### src/hw/kpw_pkg.sv
// Constants and carrier types for the keypad wake unit.
// Assumes a 32-bit AXI4-Lite register bus on a single 25 MHz clock.
package kpw_pkg;
  localparam int unsigned NUM_KEYS = 8;
  localparam int unsigned ADDR_W = 8;
  localparam int unsigned DATA_W = 32;
  // Printed offsets are not word aligned, so each is an index times four.
  localparam logic [ADDR_W-1:0] IDX_STATUS_CONTROL = 8'h1a;
  localparam logic [ADDR_W-1:0] IDX_PIN_ENABLES = 8'h1b;
  localparam logic [ADDR_W-1:0] IDX_BREAK_CONTROL = 8'h1c;
  localparam logic [ADDR_W-1:0] ADDR_STATUS_CONTROL = IDX_STATUS_CONTROL << 2;
  localparam logic [ADDR_W-1:0] ADDR_PIN_ENABLES = IDX_PIN_ENABLES << 2;
  localparam logic [ADDR_W-1:0] ADDR_BREAK_CONTROL = IDX_BREAK_CONTROL << 2;
  // Status and control, and break control, field positions.
  localparam int unsigned BIT_LEVEL_SELECT = 0;
  localparam int unsigned BIT_REQUEST_MASK = 1;
  localparam int unsigned BIT_ACK = 2;
  localparam int unsigned BIT_PENDING = 3;
  localparam int unsigned BIT_BREAK_CLEAR = 0;
  localparam logic [NUM_KEYS-1:0] ENABLES_RESET = 8'h00;
  localparam logic [1:0] RESP_OKAY = 2'h0;
  localparam logic [1:0] RESP_SLVERR = 2'h2;
  localparam logic [DATA_W-1:0] DATA_ZERO = 32'h0000_0000;

  typedef struct packed {
    logic request_mask;
    logic level_select;
  } kpw_ctl_t;

  localparam kpw_ctl_t CTL_RESET = '{request_mask: 1'b0, level_select: 1'b0};
endpackage

### src/hw/kpw_sync.sv
// Two-stage synchroniser for a bus of asynchronous inputs.
// Assumes the inputs are slow switch levels; a pulse narrower than one clock may be missed.
`timescale 1ns/1ns
`default_nettype none
module kpw_sync #(
  parameter int unsigned WIDTH = 8
) (
  input  wire logic             i_clk,
  input  wire logic             i_rst_b,
  input  wire logic [WIDTH-1:0] i_async,
  output var  logic [WIDTH-1:0] o_sync
);
  logic [WIDTH-1:0] meta_ff;

  always_ff @(posedge i_clk or negedge i_rst_b)
  begin
    if (!i_rst_b)
    begin
      meta_ff <= '1;
      o_sync  <= '1;
    end
    else
    begin
      meta_ff <= i_async;
      o_sync  <= meta_ff;
    end
  end
endmodule
`default_nettype wire

### src/hw/kpw_key_latch.sv
// Shared keypad request latch with edge-only or edge-and-level triggering.
// Assumes synchronised pins and a one-cycle acknowledge pulse on the same clock.
`timescale 1ns/1ns
`default_nettype none
module kpw_key_latch (
  input  wire logic                         i_clk,
  input  wire logic                         i_rst_b,
  input  wire logic [kpw_pkg::NUM_KEYS-1:0] i_pins,
  input  wire logic [kpw_pkg::NUM_KEYS-1:0] i_enables,
  input  wire logic                         i_level_select,
  input  wire logic                         i_ack,
  output var  logic                         o_request,
  output logic                              o_keys_low,
  output logic                              o_event
);
  logic prev_low_ff;
  logic ack_seen_ff;
  logic nxt_request;
  logic nxt_ack_seen;
  logic ack_done;
  logic clear_now;

  assign o_keys_low = |(i_enables & ~i_pins);
  // An event needs every enabled pin high the cycle before.
  assign o_event = o_keys_low & ~prev_low_ff; // see RL12
  assign ack_done = i_ack | ack_seen_ff;
  // Level mode waits for both the acknowledge and all pins high, in either order.
  assign clear_now = i_level_select ? (ack_done & ~o_keys_low) : i_ack; // see RL13
  // A new event wins over a clear in the same cycle.
  // A low enabled pin in level mode holds the request, even after a mode change.
  assign nxt_request = o_event | (i_level_select & o_keys_low) // see RL9
                     | (o_request & ~clear_now);
  assign nxt_ack_seen = nxt_request & i_level_select & ~o_event & ack_done;

  always_ff @(posedge i_clk or negedge i_rst_b)
  begin
    if (!i_rst_b)
    begin
      prev_low_ff <= 1'b0;
      ack_seen_ff <= 1'b0;
      o_request   <= 1'b0;
    end
    else
    begin
      prev_low_ff <= o_keys_low;
      ack_seen_ff <= nxt_ack_seen;
      o_request   <= nxt_request;
    end
  end
endmodule
`default_nettype wire

### src/hw/kpw_top.sv
// Keypad wake unit: eight enabled port pins feed one request latch behind AXI4-Lite.
// Assumes break state, low-power modes and vector fetch come from logic on i_clk.
//
// What this block does
// RL1 - The unit keeps running in wait mode and an unmasked request wakes the core from wait.
// RL2 - The unit keeps running in stop mode and an unmasked request wakes the core from stop.
// RL3 - With break clear enabled, an acknowledge during break clears the latch for good.
// RL4 - With break clear disabled, its reset value, a software acknowledge during break has no effect.
// RL5 - The upper four status and control bits read as zero and ignore writes.
// RL6 - The pending flag shows the latch, is cleared by reset and ignores the mask.
// RL7 - Writing one to the acknowledge bit clears the request and the bit reads as zero.
// RL8 - The mask bit blocks the request to the core when set and resets to zero.
// RL9 - The level select bit picks edges and low levels when set, edges only when clear.
// RL10 - Each of the eight enable bits lets its pin latch requests and all reset to zero.
// RL11 - Software may drive pins high as outputs before enabling them to avoid false requests.
// RL12 - In edge mode a fall is ignored while another enabled pin is low, and acknowledge clears at once.
// RL13 - In level mode the request clears only after acknowledge and all enabled pins high.
// RL14 - An enabled pin is forced to be an input whatever its direction setting.
// RL15 - Each pin passes two flip-flops before edge detection.
`timescale 1ns/1ns
`default_nettype none
module kpw_top (
  input  wire logic                         i_clk,
  input  wire logic                         i_rst_b,
  input  wire logic [kpw_pkg::NUM_KEYS-1:0] i_port_a_pin,
  input  wire logic                         i_break_state,
  input  wire logic                         i_wait_mode,
  input  wire logic                         i_stop_mode,
  input  wire logic                         i_vector_fetch,
  output var  logic                         o_cpu_irq,
  output var  logic                         o_wake,
  output var  logic [kpw_pkg::NUM_KEYS-1:0] o_pin_force_input,
  input  wire logic [kpw_pkg::ADDR_W-1:0]   i_s_awaddr,
  input  wire logic                         i_s_awvalid,
  output var  logic                         o_s_awready,
  input  wire logic [kpw_pkg::DATA_W-1:0]   i_s_wdata,
  input  wire logic [3:0]                   i_s_wstrb,
  input  wire logic                         i_s_wvalid,
  output var  logic                         o_s_wready,
  output var  logic [1:0]                   o_s_bresp,
  output var  logic                         o_s_bvalid,
  input  wire logic                         i_s_bready,
  input  wire logic [kpw_pkg::ADDR_W-1:0]   i_s_araddr,
  input  wire logic                         i_s_arvalid,
  output var  logic                         o_s_arready,
  output var  logic [kpw_pkg::DATA_W-1:0]   o_s_rdata,
  output var  logic [1:0]                   o_s_rresp,
  output var  logic                         o_s_rvalid,
  input  wire logic                         i_s_rready
);
  kpw_pkg::kpw_ctl_t                ctl_ff;
  logic [kpw_pkg::NUM_KEYS-1:0]     en_ff;
  logic                             break_clear_ff;
  logic [kpw_pkg::ADDR_W-1:0]       awaddr_ff;
  logic                             aw_held_ff;
  logic [kpw_pkg::DATA_W-1:0]       wdata_ff;
  logic                             wstrb0_ff;
  logic                             w_held_ff;
  logic                             rd_status_ff;
  logic [kpw_pkg::NUM_KEYS-1:0]     pins_sync;
  logic                             request;
  logic                             keys_low;
  logic                             key_event;

  // Address decode and strobes.
  wire do_write = aw_held_ff & w_held_ff & ~o_s_bvalid;
  wire wr_ok = do_write & wstrb0_ff;
  wire wr_status = wr_ok & (awaddr_ff == kpw_pkg::ADDR_STATUS_CONTROL);
  wire wr_enables = wr_ok & (awaddr_ff == kpw_pkg::ADDR_PIN_ENABLES);
  wire wr_break = wr_ok & (awaddr_ff == kpw_pkg::ADDR_BREAK_CONTROL);
  wire wr_hit = (awaddr_ff == kpw_pkg::ADDR_STATUS_CONTROL)
              | (awaddr_ff == kpw_pkg::ADDR_PIN_ENABLES)
              | (awaddr_ff == kpw_pkg::ADDR_BREAK_CONTROL);
  wire aw_take = i_s_awvalid & o_s_awready;
  wire w_take = i_s_wvalid & o_s_wready;
  wire ar_take = i_s_arvalid & o_s_arready;
  wire rd_status = i_s_araddr == kpw_pkg::ADDR_STATUS_CONTROL;
  wire rd_enables = i_s_araddr == kpw_pkg::ADDR_PIN_ENABLES;
  wire rd_break = i_s_araddr == kpw_pkg::ADDR_BREAK_CONTROL;
  wire rd_hit = rd_status | rd_enables | rd_break;

  // The acknowledge bit is never stored, so it reads back as zero.
  wire ack_write = wr_status & wdata_ff[kpw_pkg::BIT_ACK]; // see RL7
  // During break a software acknowledge only counts when break clear is enabled.
  wire ack_allowed = ~i_break_state | break_clear_ff; // see RL3 see RL4
  wire ack_pulse = (ack_write & ack_allowed) | i_vector_fetch;

  // Upper nibble and the acknowledge position are hard zero.
  wire [kpw_pkg::DATA_W-1:0] status_word = {28'h000_0000, request, 1'b0, // see RL5 see RL6
                                            ctl_ff.request_mask, ctl_ff.level_select};
  wire [kpw_pkg::DATA_W-1:0] enables_word = {24'h00_0000, en_ff};
  wire [kpw_pkg::DATA_W-1:0] break_word = {31'h0000_0000, break_clear_ff};
  wire [kpw_pkg::DATA_W-1:0] rd_word = rd_status ? status_word
                                     : rd_enables ? enables_word
                                     : rd_break ? break_word : kpw_pkg::DATA_ZERO;

  kpw_sync #(
    .WIDTH (kpw_pkg::NUM_KEYS)
  ) u_sync (
    .i_clk   (i_clk),
    .i_rst_b (i_rst_b),
    .i_async (i_port_a_pin), // see RL15
    .o_sync  (pins_sync)
  );

  // The latch is never gated by wait or stop, so it can wake the core.
  kpw_key_latch u_latch (
    .i_clk          (i_clk),
    .i_rst_b        (i_rst_b),
    .i_pins         (pins_sync),
    .i_enables      (en_ff), // see RL10
    .i_level_select (ctl_ff.level_select), // see RL9
    .i_ack          (ack_pulse),
    .o_request      (request),
    .o_keys_low     (keys_low),
    .o_event        (key_event)
  );

  // Write address and data channels are taken independently.
  always_ff @(posedge i_clk or negedge i_rst_b)
  begin
    if (!i_rst_b)
    begin
      aw_held_ff  <= 1'b0;
      awaddr_ff   <= '0;
      o_s_awready <= 1'b0;
    end
    else
    begin
      aw_held_ff  <= aw_take | (aw_held_ff & ~do_write);
      o_s_awready <= ~(aw_take | (aw_held_ff & ~do_write)) & ~o_s_bvalid & ~do_write;
      if (aw_take)
        awaddr_ff <= i_s_awaddr;
    end
  end

  always_ff @(posedge i_clk or negedge i_rst_b)
  begin
    if (!i_rst_b)
    begin
      w_held_ff  <= 1'b0;
      wdata_ff   <= '0;
      wstrb0_ff  <= 1'b0;
      o_s_wready <= 1'b0;
    end
    else
    begin
      w_held_ff  <= w_take | (w_held_ff & ~do_write);
      o_s_wready <= ~(w_take | (w_held_ff & ~do_write)) & ~o_s_bvalid & ~do_write;
      if (w_take)
      begin
        wdata_ff  <= i_s_wdata;
        wstrb0_ff <= i_s_wstrb[0];
      end
    end
  end

  // Unmapped addresses answer SLVERR; a write with lane 0 off is accepted and ignored.
  always_ff @(posedge i_clk or negedge i_rst_b)
  begin
    if (!i_rst_b)
    begin
      o_s_bvalid <= 1'b0;
      o_s_bresp  <= kpw_pkg::RESP_OKAY;
    end
    else if (do_write)
    begin
      o_s_bvalid <= 1'b1;
      o_s_bresp  <= wr_hit ? kpw_pkg::RESP_OKAY : kpw_pkg::RESP_SLVERR;
    end
    else if (i_s_bready)
      o_s_bvalid <= 1'b0;
  end

  always_ff @(posedge i_clk or negedge i_rst_b)
  begin
    if (!i_rst_b)
    begin
      o_s_arready  <= 1'b0;
      o_s_rvalid   <= 1'b0;
      o_s_rdata    <= kpw_pkg::DATA_ZERO;
      o_s_rresp    <= kpw_pkg::RESP_OKAY;
      rd_status_ff <= 1'b0;
    end
    else if (ar_take)
    begin
      o_s_arready  <= 1'b0;
      o_s_rvalid   <= 1'b1;
      o_s_rdata    <= rd_word;
      o_s_rresp    <= rd_hit ? kpw_pkg::RESP_OKAY : kpw_pkg::RESP_SLVERR;
      rd_status_ff <= rd_status;
    end
    else if (o_s_rvalid)
    begin
      o_s_rvalid  <= ~i_s_rready;
      o_s_arready <= i_s_rready;
    end
    else
      o_s_arready <= 1'b1;
  end

  // Control registers.
  always_ff @(posedge i_clk or negedge i_rst_b)
  begin
    if (!i_rst_b)
    begin
      ctl_ff  <= kpw_pkg::CTL_RESET; // see RL8 see RL9
      en_ff   <= kpw_pkg::ENABLES_RESET; // see RL10
      break_clear_ff <= 1'b0; // see RL4
    end
    else
    begin
      if (wr_status)
      begin
        ctl_ff.request_mask <= wdata_ff[kpw_pkg::BIT_REQUEST_MASK]; // see RL8
        ctl_ff.level_select <= wdata_ff[kpw_pkg::BIT_LEVEL_SELECT]; // see RL9
      end
      if (wr_enables)
        en_ff <= wdata_ff[kpw_pkg::NUM_KEYS-1:0];
      if (wr_break)
        break_clear_ff <= wdata_ff[kpw_pkg::BIT_BREAK_CLEAR];
    end
  end

  // Core request, wake and pin direction override.
  always_ff @(posedge i_clk or negedge i_rst_b)
  begin
    if (!i_rst_b)
    begin
      o_cpu_irq         <= 1'b0;
      o_wake            <= 1'b0;
      o_pin_force_input <= '0;
    end
    else
    begin
      o_cpu_irq         <= request & ~ctl_ff.request_mask; // see RL8
      o_wake            <= request & ~ctl_ff.request_mask // see RL1 see RL2
                           & (i_wait_mode | i_stop_mode);
      o_pin_force_input <= en_ff; // see RL14
    end
  end
endmodule
`default_nettype wire

### config.mk
export PLATFORM = sky130hd
export DESIGN_NAME = kpw_top
export DESIGN_NICKNAME = d
export VERILOG_FILES = /design/src/hw/kpw_pkg.sv /design/src/hw/kpw_sync.sv /design/src/hw/kpw_key_latch.sv /design/src/hw/kpw_top.sv
export SDC_FILE = /design/constraint.sdc
export NUM_CORES = 1
export LEC_CHECK = 0
export BUFFER_PORTS_ARGS = -buffer_cell sky130_fd_sc_hd__buf_2
export CORE_MARGIN = 2
export CORE_UTILIZATION = 43
export CTS_CLUSTER_SIZE = 24
export DETAILED_ROUTE_END_ITERATION = 7
export PLACE_DENSITY = 0.77
export SETUP_SLACK_MARGIN = 0.02
export SYNTH_ARGS = -nofsm -noshare
export SYNTH_HDL_FRONTEND = slang
export SYNTH_HIERARCHICAL = 1
export SYNTH_SLANG_ARGS = --single-unit
### constraint.sdc
create_clock -name i_clk -period 1.7 [get_ports i_clk]
set_clock_uncertainty 0.05 [all_clocks]
set_input_delay 0.34 -clock i_clk [delete_from_list [all_inputs] [get_ports i_clk]]
set_output_delay 0.34 -clock i_clk [all_outputs]
set_load 0.05 [all_outputs]
==> impl_metrics.py <==
metrics = {
    "outcome": {
        "run_status": "complete, no violations",
    },
    "power_and_ir_drop": {
        "power_density_mw_per_mm2": 1410,
        "fin_total_pwr_mw": 5.19,
        "peakVddDrop_mv": 0.432,
        "p_leak_nw": 1.79,
    },
    "timing": {
        "rsz0062_at_grt": "true",
        "tns_ns": 0,
        "fin_hold_ws_ns": 0.0463,
        "final.period_utilization": 0.950,
        "slew_viol_final": 0,
        "setup_viol": 0,
        "max_slew.worst_pin.slew_ns": 0.515,
        "max_freq_ghz": 0.619,
        "post-route-min-period_ns": 1.62,
        "hold_viol_final": 0,
        "relSlewSlack": 0.656,
    },
    "drt": {
        "drt_iter0_drc": 56,
        "via_count": 1849,
        "routed_wire_length_per_instance_um": 13.5,
        "vias_per_cell": 4.75,
        "ant_nets": 0,
        "drt_first_pass_iters": 4,
        "wl_um": 5260,
        "drc": 0,
    },
    "global_routing": {
        "grt_use_total": 0.145,
        "grt_overflow": 0,
        "use_met3": 0.0427,
        "grt_use_met2": 0.226,
        "grt_pass1_wl_um": 8230,
        "grt_max_degree": 26,
        "antenna_found_initial": 0,
        "grt_pass1_vias": 1760,
        "grt_use_met1": 0.184,
        "top_usage_layer": "met2",
    },
    "floorplanning": {
        "die_x_um": 87.2,
        "ios": 122,
        "dieArea_mm2": 0.00761,
        "std_cell_rows": 30,
        "coreArea_mm2": 0.00676,
        "die_y_um": 87.2,
        "start_util": 0.441,
    },
    "setup_path": {
        "crit_type": "flop to flop",
        "worst_r2r_endpoint": "break_clear_ff$_DFFE_PN0P_",
        "worstPathMaxFanout": 3,
        "endpoint_kind": "flop",
        "r2r_setup_slack_ns": 0.08,
        "worstPathRequired_ns": 1.87,
        "start_kind": "flop",
        "r2r_start": "awaddr_ff[0]$_DFFE_PN0P_",
        "r2r_cells": 4,
        "crit_path_start": "awaddr_ff[0]$_DFFE_PN0P_",
        "worstPathArrival_ns": 1.79,
    },
    "hold_path": {
        "hp-start": "i_port_a_pin[3]",
        "hold_path_class": "primary input to flop",
        "min_path_cells": 1,
        "hold_end": "u_sync/meta_ff[3]$_DFF_PN1_",
    },
    "place": {
        "dp_hpwl_um": 3890,
        "place.gp.congestion": 0.852,
        "io_buffers": 68,
    },
    "flow_run": {
        "timing.max_cap.violations": 0,
    },
    "cts": {
        "cts_tree": "built",
        "clock_sinks": 74,
        "clock_latency_ns": 0.34,
        "clockRootBuffer": "clkbuf_8",
        "cts.reportedPaths.clkPinSlew_ns": 0.08,
        "cts_buffer_depth": 2,
        "htreeDepth": 3,
        "cts_buffers": 9,
    },
    "cells_and_area": {
        "num_antenna_cells": 0,
        "final_common_cell": "buf_2",
        "area_growth_pct": 23.3,
        "layout.cells.most_common_list": "buf_2, dfrtp_1, conb_1",
        "finish.net_count": 375,
        "drive_above_1_share": 0.485,
    },
    "logic_synthesis": {
        "ys_warn_count": 6,
        "syn_area_per_cell_um2": 13.6,
        "synth_area_mm2": 0.00298,
        "syn-instance-count": 219,
    },
}
-- worst max-delay path: stages, from the launching register on --
cell and delay (ns):
dfrtp_1 0.38, nand4bb_4 0.26, buf_4 0.17, nor4_2 0.28
mux2_2 0.36
-- how the worst max path moves through the flow --
stage | endpoint | slack (ns) | depth (start not counted)
2_1_floorplan | en_ff[0]$_DFFE_PN0P_ | 0.06 | 3
3_3_place_gp | break_clear_ff$_DFFE_PN0P_ | 0.08 | 3
3_5_place_dp | break_clear_ff$_DFFE_PN0P_ | 0.06 | 3
4_1_cts | break_clear_ff$_DFFE_PN0P_ | 0.04 | 3
5_1_grt | ctl_ff[0]$_DFFE_PN0P_ | -0.008 | 4
6_report | break_clear_ff$_DFFE_PN0P_ | 0.08 | 4
-- per-stage QoR --
stage          cells  worst slack [ns]  utilization  instance area, um^2
6_report         389            0.0845        0.544                 3670
4_1_cts          388            0.0384        0.538                 3640
5_1_grt          389          -0.00811        0.544                 3670
2_1_floorplan    244            0.0618            -                 3080
3_3_place_gp     371            0.0778        0.503                 3400
3_5_place_dp     371            0.0563        0.503                 3400
-- per-layer routing --
metal | share of wire | vias up
met5 | 0 | -
met4 | 0.024 | 0
met3 | 0.070 | 10
met2 | 0.48 | 75
met1 | 0.43 | 897
li1 | - | 867
-- timing repair --
item                                    CTS  global route
endpoints found under the hold margin    17             0
endpoints found under the setup margin    0            13
resized for setup                         0             7
buffers inserted                          0             1
hold buffers                              1             0
-- registers in the layout (all words and copies together), names as in the netlist, 2 cells and up --
name,cells
u_sync/o_sync,8
awaddr_ff,8
u_sync/meta_ff,8
o_pin_force_input,8
en_ff,8
wdata_ff,8
o_s_rdata,8
ctl_ff,2
-- power breakdown --
group / internal [mW] / switching [mW] / total (mW)
combinational: 0.520 / 0.774 / 1.29
clock: 0.868 / 0.629 / 1.50
sequential: 2.14 / 0.263 / 2.40
-- layout make-up --
cell class                 instances  area [um^2]
inverter                          13         48.8
tap                               80          100
clock inverter                     6         90.1
multi-input combinational        128          977
sequential                        74         1870
timing repair buffer              78          447
fill                             572         3080
clock buffer                      10          138
Note: power is estimated with default switching activity, not from simulation.
